[config.mk]
export PLATFORM = sky130hd
export DESIGN_NAME = sfcu_unit
export DESIGN_NICKNAME = d
export VERILOG_FILES = /design/src/sfcu_pkg.sv /design/src/sfcu_unit.sv
export SDC_FILE = /design/constraint.sdc
export NUM_CORES = 1
export LEC_CHECK = 0
export ABC_AREA = 1
export BUFFER_PORTS_ARGS = -buffer_cell sky130_fd_sc_hd__buf_2
export CAP_MARGIN = 40
export CORE_MARGIN = 1
export CORE_UTILIZATION = 40
export CTS_CLUSTER_DIAMETER = 200
export DETAILED_ROUTE_END_ITERATION = 12
export PLACE_DENSITY = 0.72
export SLEW_MARGIN = 20
export SYNTH_ARGS = -nofsm -noshare
export SYNTH_HDL_FRONTEND = slang
export SYNTH_SLANG_ARGS = --single-unit
[constraint.sdc]
create_clock -name i_mclk -period 1.8 [get_ports i_mclk]
set_input_delay 0.54 -clock i_mclk [delete_from_list [all_inputs] [get_ports i_mclk]]
set_output_delay 0.54 -clock i_mclk [all_outputs]
set_load 0.01 [all_outputs]
[src/sfcu_pkg.sv]
// constants and types for the subtract-from datapath
package sfcu_pkg;
    // ------------------------------------------------------------
    // instruction fields, bit 0 is the word's least significant bit
    // ------------------------------------------------------------
    localparam int PRIMARY_OP = 31;
    localparam int EXT_SUB_PLAIN = 40;
    localparam int EXT_SUB_CARRY = 8;
    localparam int EXT_SUB_EXTEND = 136;
    localparam int POS_PRIMARY_LSB = 26;
    localparam int POS_TARGET_LSB = 21;
    localparam int POS_SRC1_LSB = 16;
    localparam int POS_SRC2_LSB = 11;
    localparam int POS_OV_ENABLE = 10;
    localparam int POS_EXT_LSB = 1;
    localparam int POS_RECORD = 0;
    localparam logic [31:0] RESET_RESULT = 32'h0000_0000;
    localparam logic [3:0] RESET_CR0 = 4'h0;
    localparam logic RESET_STROBE = 1'b0;
    localparam logic [4:0] RESET_TARGET = 5'h00;

    typedef enum {SFCU_OP_NONE, SFCU_OP_PLAIN, SFCU_OP_CARRY, SFCU_OP_EXTEND} sfcu_op_t;

    typedef struct packed {
        logic carry_flag;
        logic overflow_flag;
        logic summary_overflow;
    } sfcu_xer_t;

    localparam sfcu_xer_t RESET_XER = 3'h0;

    typedef struct packed {
        logic less_than_zero_flag;
        logic greater_than_zero_flag;
        logic equal_zero_flag;
        logic summary_overflow;
    } sfcu_cr0_t;
endpackage

[src/sfcu_unit.sv]
// subtract-from datapath: decode, sum, flag and condition field update
module sfcu_unit (
    input wire logic i_mclk,
    input wire logic i_reset_n,
    input wire logic i_valid,
    input wire logic [31:0] i_instr,
    input wire logic [31:0] i_source_one,
    input wire logic [31:0] i_source_two,
    input wire sfcu_pkg::sfcu_xer_t i_xer,
    output logic o_write,
    output logic [4:0] o_target_reg_index,
    output logic [31:0] o_result,
    output logic [4:0] o_source_one_index,
    output logic [4:0] o_source_two_index,
    output logic o_xer_carry_write,
    output logic o_xer_ov_write,
    output sfcu_pkg::sfcu_xer_t o_xer,
    output logic o_cr0_write,
    output sfcu_pkg::sfcu_cr0_t o_cr0,
    output logic o_illegal
);
    // ------------------------------------------------------------
    // decode
    // ------------------------------------------------------------
    logic [5:0] primary;
    logic [8:0] ext;
    logic ov_enable;
    logic record_bit;
    sfcu_pkg::sfcu_op_t op;

    assign primary = i_instr[sfcu_pkg::POS_PRIMARY_LSB +: 6];
    assign ext = i_instr[sfcu_pkg::POS_EXT_LSB +: 9];
    assign ov_enable = i_instr[sfcu_pkg::POS_OV_ENABLE];
    assign record_bit = i_instr[sfcu_pkg::POS_RECORD];
    // register file reads the sources combinationally
    assign o_source_one_index = i_instr[sfcu_pkg::POS_SRC1_LSB +: 5];
    assign o_source_two_index = i_instr[sfcu_pkg::POS_SRC2_LSB +: 5];

    always_comb begin
        op = sfcu_pkg::SFCU_OP_NONE;
        if (primary == 6'(sfcu_pkg::PRIMARY_OP)) begin
            case (ext)
                9'(sfcu_pkg::EXT_SUB_PLAIN): op = sfcu_pkg::SFCU_OP_PLAIN;
                9'(sfcu_pkg::EXT_SUB_CARRY): op = sfcu_pkg::SFCU_OP_CARRY;
                9'(sfcu_pkg::EXT_SUB_EXTEND): op = sfcu_pkg::SFCU_OP_EXTEND;
                default: op = sfcu_pkg::SFCU_OP_NONE;
            endcase
        end
    end

    // ------------------------------------------------------------
    // adder
    // ------------------------------------------------------------
    logic carry_in;
    logic [31:0] inv_one;
    logic [31:0] src_two;
    logic [32:0] carry_chain;
    logic [31:0] sum;
    logic next_carry;
    logic next_ov;
    logic next_so;

    // plain and carrying forms inject one, extended injects the carry flag
    assign carry_in = (op == sfcu_pkg::SFCU_OP_EXTEND) ? i_xer.carry_flag : 1'b1;
    assign inv_one = ~i_source_one;
    assign src_two = i_source_two;
    assign carry_chain[0] = carry_in;

    // plain ripple: ample at this clock, and its top two carries give overflow cheaply
    for (genvar b = 0; b < 32; b++) begin : g_bit
        assign sum[b] = inv_one[b] ^ src_two[b] ^ carry_chain[b];
        assign carry_chain[b + 1] = (inv_one[b] & src_two[b]) | (carry_chain[b] & (inv_one[b] ^ src_two[b]));
    end

    // ------------------------------------------------------------
    // flags
    // ------------------------------------------------------------
    logic result_is_zero;
    sfcu_pkg::sfcu_cr0_t next_cr0;

    // plain subtract hands the incoming carry flag back untouched
    assign next_carry = (op == sfcu_pkg::SFCU_OP_PLAIN) ? i_xer.carry_flag : carry_chain[32];
    // signed overflow: carries into and out of the sign bit disagree
    assign next_ov = carry_chain[31] ^ carry_chain[32];
    // summary only accumulates, never cleared here
    assign next_so = ov_enable ? (i_xer.summary_overflow | next_ov) : i_xer.summary_overflow;
    assign result_is_zero = (sum == 32'h0000_0000);

    always_comb begin
        next_cr0.less_than_zero_flag = sum[31];
        next_cr0.greater_than_zero_flag = !sum[31] && !result_is_zero;
        next_cr0.equal_zero_flag = result_is_zero;
        // copy reflects this instruction's own overflow update
        next_cr0.summary_overflow = next_so;
    end

    // ------------------------------------------------------------
    // acceptance
    // ------------------------------------------------------------
    logic hit;
    logic refused;

    assign hit = i_valid && (op != sfcu_pkg::SFCU_OP_NONE);
    // unknown words are flagged and never written
    assign refused = i_valid && (op == sfcu_pkg::SFCU_OP_NONE);

    // ------------------------------------------------------------
    // strobes, high for one cycle after the taking edge
    // ------------------------------------------------------------
    always_ff @(posedge i_mclk or negedge i_reset_n) begin
        if (!i_reset_n) begin
            o_write <= sfcu_pkg::RESET_STROBE;
        end else begin
            o_write <= hit;
        end
    end

    always_ff @(posedge i_mclk or negedge i_reset_n) begin
        if (!i_reset_n) begin
            o_illegal <= sfcu_pkg::RESET_STROBE;
        end else begin
            o_illegal <= refused;
        end
    end

    always_ff @(posedge i_mclk or negedge i_reset_n) begin
        if (!i_reset_n) begin
            o_xer_carry_write <= sfcu_pkg::RESET_STROBE;
        end else begin
            // plain subtract leaves the carry flag alone in every form
            o_xer_carry_write <= hit && (op != sfcu_pkg::SFCU_OP_PLAIN);
        end
    end

    always_ff @(posedge i_mclk or negedge i_reset_n) begin
        if (!i_reset_n) begin
            o_xer_ov_write <= sfcu_pkg::RESET_STROBE;
        end else begin
            o_xer_ov_write <= hit && ov_enable;
        end
    end

    always_ff @(posedge i_mclk or negedge i_reset_n) begin
        if (!i_reset_n) begin
            o_cr0_write <= sfcu_pkg::RESET_STROBE;
        end else begin
            o_cr0_write <= hit && record_bit;
        end
    end

    // ------------------------------------------------------------
    // data registers, held until the next accepted word (cr0 until the next accepted word with the record bit set)
    // ------------------------------------------------------------
    logic xer_carry;
    logic xer_ov;
    logic xer_so;

    always_ff @(posedge i_mclk or negedge i_reset_n) begin
        if (!i_reset_n) begin
            o_target_reg_index <= sfcu_pkg::RESET_TARGET;
        end else if (hit) begin
            o_target_reg_index <= i_instr[sfcu_pkg::POS_TARGET_LSB +: 5];
        end
    end

    always_ff @(posedge i_mclk or negedge i_reset_n) begin
        if (!i_reset_n) begin
            o_result <= sfcu_pkg::RESET_RESULT;
        end else if (hit) begin
            o_result <= sum;
        end
    end

    always_ff @(posedge i_mclk or negedge i_reset_n) begin
        if (!i_reset_n) begin
            xer_carry <= sfcu_pkg::RESET_XER.carry_flag;
        end else if (hit) begin
            xer_carry <= next_carry;
        end
    end

    always_ff @(posedge i_mclk or negedge i_reset_n) begin
        if (!i_reset_n) begin
            xer_ov <= sfcu_pkg::RESET_XER.overflow_flag;
        end else if (hit) begin
            xer_ov <= ov_enable ? next_ov : i_xer.overflow_flag;
        end
    end

    always_ff @(posedge i_mclk or negedge i_reset_n) begin
        if (!i_reset_n) begin
            xer_so <= sfcu_pkg::RESET_XER.summary_overflow;
        end else if (hit) begin
            xer_so <= next_so;
        end
    end

    // one flop per flag; the outgoing word only gathers them
    assign o_xer = {xer_carry, xer_ov, xer_so};

    always_ff @(posedge i_mclk or negedge i_reset_n) begin
        if (!i_reset_n) begin
            o_cr0 <= sfcu_pkg::RESET_CR0;
        end else if (hit && record_bit) begin
            o_cr0 <= next_cr0;
        end
    end

    // ------------------------------------------------------------
    // field map sanity: the fields must tile the word edge to edge
    // ------------------------------------------------------------
    if (sfcu_pkg::POS_PRIMARY_LSB + 6 != 32) begin : g_bad_primary
        $error("primary opcode field does not end at the top bit");
    end
    if (sfcu_pkg::POS_TARGET_LSB + 5 != sfcu_pkg::POS_PRIMARY_LSB) begin : g_bad_target
        $error("target index field does not meet the primary opcode field");
    end
    if (sfcu_pkg::POS_SRC1_LSB + 5 != sfcu_pkg::POS_TARGET_LSB) begin : g_bad_src1
        $error("source one field does not meet the target index field");
    end
    if (sfcu_pkg::POS_SRC2_LSB + 5 != sfcu_pkg::POS_SRC1_LSB) begin : g_bad_src2
        $error("source two field does not meet the source one field");
    end
    if (sfcu_pkg::POS_OV_ENABLE + 1 != sfcu_pkg::POS_SRC2_LSB) begin : g_bad_ov
        $error("overflow enable bit does not meet the source two field");
    end
    if (sfcu_pkg::POS_EXT_LSB + 9 != sfcu_pkg::POS_OV_ENABLE) begin : g_bad_ext
        $error("extended opcode field does not meet the overflow enable bit");
    end
    if (sfcu_pkg::POS_RECORD + 1 != sfcu_pkg::POS_EXT_LSB) begin : g_bad_record
        $error("record bit does not meet the extended opcode field");
    end
endmodule // sfcu_unit

# == After elaboration in Yosys (flattened, before gate mapping) ==
# Cells that the tools add are included.
# totals
mem_count,0
rom_bits,0
reg_bits,49
out_inout_bits,59
latch_bits,0
ramBits,0
elab_cells,201
# classes
magnitude_cmp,0
n_eq_ne,7
mul,0
n_shift,0
addsub,0
reduce_logical,11
bitwise_logic,163
muxes,6
n_div,0
# ops
cell,count
XOR 1 bit,65
AND 1 bit,64
logical NOT 32 bit,2
bitwise OR 1 bit,33
"== test 32 x 2 -> 1 bit, second input constant",1
"== test 32 x 3 -> 1 bit, second input constant",1
two-way mux 32 bit,1
"!= test 32 x 2 -> 1 bit, second input constant",1
NOT 32 bit,1
nonzero test 32 bit,1
"== test 9 x 4 -> 1 bit, second input constant",1
"== test 9 x 6 -> 1 bit, second input constant",1
"== test 9 x 8 -> 1 bit, second input constant",1
"== test 6 x 5 -> 1 bit, second input constant",1
logical AND 1 bit,6
case mux 2 bit (3 select lines),1
two-way mux 1 bit,4
logical NOT 1 bit,2

# == Depth between registers and ports, before layout ==
# Gate-level depths: netlist of the first run.
# logic_depth
depth_word,72
depth_mapped,50
ltp_nobuf,50

# == Worst setup path after synthesis of the first run ==
# No wires, ideal clock.
# synth_path
path_kind,input -> register
start,in i_instr[1]
end,reg o_cr0[1] (netlist bit)
n_path_buf,0
cell_stages,50
required_ns,1.735
slack_ns,-11.848
t_arrival_ns,13.583
path_cell_list,inv_1 nand2_1 nor2_4 nand2_1 nor2_2 nand2_1 nor2_1 nand2_1 fa_1 inv_1 fa_1 fa_1 fa_1 fa_1 fa_1 fa_1 fa_1 fa_1 [14 not listed] fa_1 fa_1 fa_1 fa_1 fa_1 inv_1 fa_1 inv_1 fa_1 fa_1 inv_1 fa_1 nor2_1 nand3_1 nor3_1 and2_1 nand4_1 nand2_1
# synth_lines
item,line,source
from (decl),sfcu_unit.sv:6,"input wire logic [31:0] i_instr,"
to (signal assigned),sfcu_unit.sv:203,o_cr0 <= sfcu_pkg::RESET_CR0;
to (signal assigned),sfcu_unit.sv:205,o_cr0 <= next_cr0;
to (decl),sfcu_unit.sv:19,"output sfcu_pkg::sfcu_cr0_t o_cr0,"

==> results of run 1 <==
-- worst register-to-register path: stages (launching register included) --
cell and delay [ns]:
dfrtp_1 0.41, nand2_1 0.09, o21ai_2 0.05
-- worst min path at each step --
stage | start | to | slack (ns) | depth (start not counted)
floorplan | i_reset_n | o_cr0[0]$_DFFE_PN0P_ | 0.24 | 0
global placement | o_result[28]$_DFFE_PN0P_ | o_result[28]$_DFFE_PN0P_ | 0.46 | 2
detailed placement | o_cr0[3]$_DFFE_PN0P_ | o_cr0[3]$_DFFE_PN0P_ | 0.46 | 2
CTS | i_reset_n | o_result[8]$_DFFE_PN0P_ | 0.22 | 2
global route | i_reset_n | o_result[11]$_DFFE_PN0P_ | 0.23 | 2
finish | i_reset_n | o_result[14]$_DFFE_PN0P_ | 0.20 | 2
-- per-stage QoR --
stage | setup TNS [ns] | worst slack, ns
CTS | -235.95 | -10.81
global placement | -248.39 | -11.00
global route | -244.78 | -11.19
finish | -237.11 | -10.85
detailed placement | -252.89 | -11.23
floorplan | -233.58 | -10.63
-- registers in the layout, indices dropped and copies added, names as in the netlist --
register	count
o_result	32
o_target_reg_index	5
o_cr0	4
o_cr0_write	1
o_illegal	1
o_write	1
o_xer_carry_write	1
o_xer_ov_write	1
xer_carry	1
xer_ov	1
xer_so	1
-- where the power goes --
group	total, mW	switching (mW)	internal [mW]
Clock	0.957	0.397	0.560
Sequential	1.11	0.00187	1.10
Combinational	0.733	0.353	0.381
-- kinds of logic (layout without fill, tap and decap cells) --
kind of cell	after synthesis	after routing	share of synthesized area, %
compound gates	32	32	5.182
fa+ha+maj	32	32	20.73
buf+inv	76	243	11.54
flops	49	49	39.68
simple gates	161	161	22.87
-- layer usage --
metal | wire length, um | track usage, % | vias up
met1 | 3609 | 27.89 | 1329
met4 | 97 | 5.108 | 0
met3 | 349 | 3.807 | 10
met2 | 4253 | 35.90 | 77
met5 | 0 | 0 | -
li1 | - | - | 1385
-- synthesized netlist by cell type --
library cell / number
a21oi_1: 2
and2_1: 1
buf_2: 4
buf_4: 13
buf_6: 2
clkbuf_2: 2
clkinv_1: 1
dfrtp_1: 49
fa_1: 32
inv_1: 53
inv_2: 1
nand2_1: 114
nand2_2: 1
nand2_4: 2
nand3_1: 8
nand3_2: 1
nand3b_1: 2
nand4_1: 6
nor2_1: 15
nor2_2: 4
nor2_4: 1
nor3_1: 3
nor4_1: 2
nor4_4: 1
o21ai_0: 17
o21ai_1: 13
-- final cells by class --
| cell class | instances | share of cell area, % |
|---|---|---|
| clock buffer | 5 | 1.519 |
| inverter | 55 | 5.247 |
| multi-input combinational | 225 | 37.37 |
| sequential | 49 | 27.06 |
| timing repair buffer | 179 | 24.39 |
| tap | 99 | 2.734 |
| timing repair inverter | 1 | 0.1657 |
| clock inverter | 3 | 1.519 |
-- cell usage in the layout (no fill, tap or decap), types with 12 or more instances in the layout --
cell / n
buf_2: 136
buf_4: 25
buf_6: 13
dfrtp_1: 49
fa_2: 31
inv_1: 46
nand2_1: 106
nor2_1: 13
o21ai_1: 12
o21ai_2: 18
-- what timing repair did --
action	in CTS	in global routing
setup endpoints to repair	39	45
pin swaps	8	9
buffers inserted	7	2
gates cloned	0	1
resized for setup	32	19
==> reports/qor.yml, run 1 <==
timing:
  final_hold_viol_count: 0
  setup_slack_ns: -10.85
  rsz0062_at_grt: "yes"
  fmax_ghz: 0.07906
  tightest_slew_ns: 0.2916
  finalCritPeriodShare_pct: 702.7
  fin_hold_ws_ns: 0.1991
  drv_slew: 0
  relSlewSlack_pct: 80.42
  fin_worst_skew_ns: 0
  setup_viol: 39
  finalCriticalPeriod_ns: 12.65
critical_path:
  critPathBufInv: 6
  rrSetupSlack_ns: 1.15
  critPathMostFrequentCell: "fa_2"
  slowest_stage: "fa_1"
  critPathCapture: "o_cr0[1]$_DFFE_PN0P_"
  r2r-start: "o_result[5]$_DFFE_PN0P_"
  r2r_cells: 2
  path_class: "in -> reg"
  worstSetupStartpoint: "i_instr[1]"
  reg2reg_to: "o_result[5]$_DFFE_PN0P_"
  cp.depth: 51
  critPathTopFamily: "adder cells"
  cp_slowest_stage_delay_ns: 0.44
  end_kind: "register"
  cp.arrival_ns: 12.89
  startpoint_type: "input port"
  worst_ep_required_time_ns: 2.04
  cp_max_fo: 5
global_route:
  grt_overflow: 0
  antenna_found_initial: 0
  grt_usage_pct: 21.03
  grt_max_degree: 50
  grt_pass1_wl_um: 13340
  grt_pass1_vias: 2814
clocking:
  cts_tree: "built"
  hold_buffers: 0
  cts.sinks: 49
  path_clk_slew_ns: 0.10
  cts_buffer_depth: 2
  root_buffer: "clkbuf_8"
  numCtsBuffers: 5
  clk_latency_ns: 0.30
  cts_htree_levels: 2
status:
  violations: "setup timing"
  status: "complete, but fails checks"
yosys:
  ys_top_cells_by_area: "dfrtp_1, fa_1, nand2_1"
  synthDistinctLibCells: 26
  yosysWarningCount: 0
  syn-num-nets: 484
  seq_area_frac_synth_pct: 39.68
  synth_area_leader_cell: "dfrtp_1"
  synth_top_area_share_pct: 39.68
  syn_inst: 350
  syn_avg_cell_area_um2: 8.830
  syn_area_um2: 3090
  ys_ff_latch: 49
finish:
  area_growth_pct: 46.60
  multiInputGateArea_um2: 1693
  final_area_um2: 4531
  num-nets-final: 650
  postLayoutCoreUtil_pct: 61.48
  seqCellArea_um2: 1226
  drive_gt1_share_pct: 51.64
  fill_cells: 663
  finalNonFillerCells: 616
  diodes: 0
detailed_routing:
  drc: 0
  drt_first_iter_violations: 84
  routedWlPerCell_um: 13.49
  viasPerCell: 4.547
  drtPass1Iterations: 4
  vias: 2801
  drtAntennaViolNets: 0
  finalWirelength_um: 8310
floorplanning:
  fp.dieW_um: 89.90
  dieArea_um2: 8082
  die-height_um: 89.90
  pin_count: 161
  rows: 31
  initial_utilization_pct: 41.94
  core_area_um2: 7370
place:
  io_buffers: 140
  gp_congestion: 0.8692
  place_inst: 598
  place_area_um2: 4150
  dpl.hpwl_um: 6646
power:
  p_per_area_nw_per_um2: 617.1
  vdd_drop_max_mv: 0.4558
  p_leak_nw: 2.545
  power_mw: 2.796
worst_hold_path:
  worstHoldPathType: "in -> async"
run:
  cap_violations: 0
No activity file was read; power rests on OpenSTA's default activity.
==> inputs of run 2 (changes only) <==
Clock period 1.8 ns to 14.6 ns, I/O delays scaled along.
==> run 2 against run 1 <==
Net effect: the run still ends with setup timing left; wire length is 3.6% lower; largest power group unchanged; largest cell class unchanged; hold slack better by 0.28 ns; clock-buffer cell count unchanged; core utilization fell by 4.6 points; register-to-register slack better by 13 ns; final cell count down 3.4%.
==> reports/qor.yml, run 2 (synthesized netlist as in run 1, its figures left out) <==
timing:
  finalCriticalPeriod_ns: 16.51
  fin_worst_skew_ns: 0
  drv_slew: 0
  rsz0062_at_grt: "yes"
  finalCritPeriodShare_pct: 113.1
  final_hold_viol_count: 0
  fmax_ghz: 0.06057
  setup_viol: 12
  setup_slack_ns: -1.909
  relSlewSlack_pct: 55.33
  tightest_slew_ns: 0.6701
  fin_hold_ws_ns: 0.4754
clocking:
  cts_htree_levels: 2
  root_buffer: "clkbuf_8"
  clk_latency_ns: 0.29
  cts.sinks: 49
  numCtsBuffers: 5
  path_clk_slew_ns: 0.08
  cts_buffer_depth: 2
  cts_tree: "built"
  hold_buffers: 0
place:
  io_buffers: 140
  place_ws_ns: -2.264
  dpl.hpwl_um: 6410
  gp_congestion: 0.8308
power:
  power_frac_clock_pct: 25.9
  p_leak_nw: 2.366
  p_sw_mw: 0.08308
  switching_share_pct: 28.78
  internal_power_mw: 0.2056
  p_per_area_nw_per_um2: 68.82
  combPwrFrac_pct: 26.9
  power_frac_seq_pct: 47.2
  vdd_drop_max_mv: 0.03669
critical_path:
  worst_ep_required_time_ns: 14.84
  path_class: "in -> reg"
  cp_slowest_stage_delay_ns: 0.43
  cp_max_fo: 2
  startpoint_type: "input port"
  critPathMostFrequentCell: "fa_2"
  cp.arrival_ns: 16.75
  end_kind: "register"
  slowest_stage: "fa_1"
floorplanning:
  pin_count: 161
  fp.dieW_um: 89.90
  rows: 31
  core_area_um2: 7370
  initial_utilization_pct: 41.94
  die-height_um: 89.90
  dieArea_um2: 8082
global_route:
  grt_overflow: 0
  grt_pass1_wl_um: 13390
  grt_usage_pct: 20.98
  grt_pass1_vias: 2844
  antenna_found_initial: 0
  grt_max_degree: 71
detailed_routing:
  drtPass1Iterations: 4
  finalWirelength_um: 8013
  drt_first_iter_violations: 155
  drtAntennaViolNets: 0
  routedWlPerCell_um: 13.47
  viasPerCell: 4.583
  drc: 0
  vias: 2727
finish:
  mostFrequentLayoutCells: "buf_2, nand2_1, dfrtp_1"
  largestRegisters: "o_result (32), o_target_reg_index (5), o_cr0 (4)"
  diodes: 0
  area_growth_pct: 35.75
  largest_register_ff_count: 32
  drive_gt1_share_pct: 47.18
  num-nets-final: 631
  final_common_cell: "buf_2"
  top_register: "o_result"
status:
  status: "complete, but fails checks"
  violations: "setup timing"
worst_hold_path:
  worstHoldPathType: "reg -> reg"
run:
  cap_violations: 0
[run 2: changes by cell type in the layout (fill, tap and decap cells not counted), sizes merged]
cell / before / now
clkinv: 0 / 2
buf: 179 / 161
clkinvlp: 2 / 0
bufinv: 2 / 0
inv: 55 / 54
[run 2: per-layer routing]
metal / share of wire (%) / track usage [%] / wire, um / vias up
met2: 52 / 36.15 / 4170 / 93
met3: 4.1 / 3.469 / 328 / 18
met5: 0 / 0 / 0 / -
met1: 42 / 27.10 / 3339 / 1283
met4: 2.2 / 6.586 / 174 / 0
li1: - / - / - / 1333
[run 2: worst max-delay path: cells and delay by family]
| kind | cells | cell delay (ns) |
|---|---|---|
| buffers and inverters | 6 | 0.36 |
| AND/OR/NAND/NOR | 11 | 1.03 |
| adder cells (fa/ha/maj) | 32 | 10.96 |
[run 2: metrics by stage]
stage	instance area (um2)	std cells	power [mW]	setup TNS [ns]	utilization [%]
finish	4195	595	0.2887	-15.25	56.93
global route	4195	595	0.3080	-19.85	56.93
CTS	4148	594	0.2904	-15.41	56.28
detailed placement	3998	584	0.2121	-19.87	54.24
global placement	3998	584	0.2097	-17.97	54.24
floorplan	3203	350	0.1786	-12.39	-
[run 2: what timing repair did]
item | CTS | global route
setup endpoints to repair | 12 | 13
buffers inserted | 4 | 2
pin swaps | 6 | 5
gates resized for setup | 13 | 17
[run 2: cell type report]
cell class	count	area [um2]
timing repair buffer	161	903.4
clock inverter	1	5.005
sequential	49	1226
clock buffer	5	68.82
fill	690	3174
multi-input combinational	225	1642
tap	99	123.9
inverter	55	226.5
[run 2: path summary, 6_finish.rpt]
check                                          from                  endpoint  slack [ns]  cells past startpoint
min reg2reg                o_result[31]$_DFFE_PN0P_  o_result[31]$_DFFE_PN0P_        0.48                      2
max                                      i_instr[8]      o_cr0[1]$_DFFE_PN0P_       -1.91                     49
max in group asynchronous                 i_reset_n      o_cr0[0]$_DFFE_PN0P_        9.99                      2
min in group asynchronous                 i_reset_n  o_result[14]$_DFFE_PN0P_        4.17                      2
min                        o_result[31]$_DFFE_PN0P_  o_result[31]$_DFFE_PN0P_        0.48                      2
max reg2reg                o_result[17]$_DFFE_PN0P_  o_result[17]$_DFFE_PN0P_       13.89                      2
[run 2: power by group through the flow]
stage	Clock (mW)	Combinational, mW	Sequential (mW)
4_1_cts	0.0776	0.0766	0.136
2_1_floorplan	0	0.0394	0.139
3_5_place_dp	0	0.0731	0.139
5_1_grt	0.0827	0.0890	0.136
3_3_place_gp	0	0.0707	0.139
6_report	0.0747	0.0777	0.136
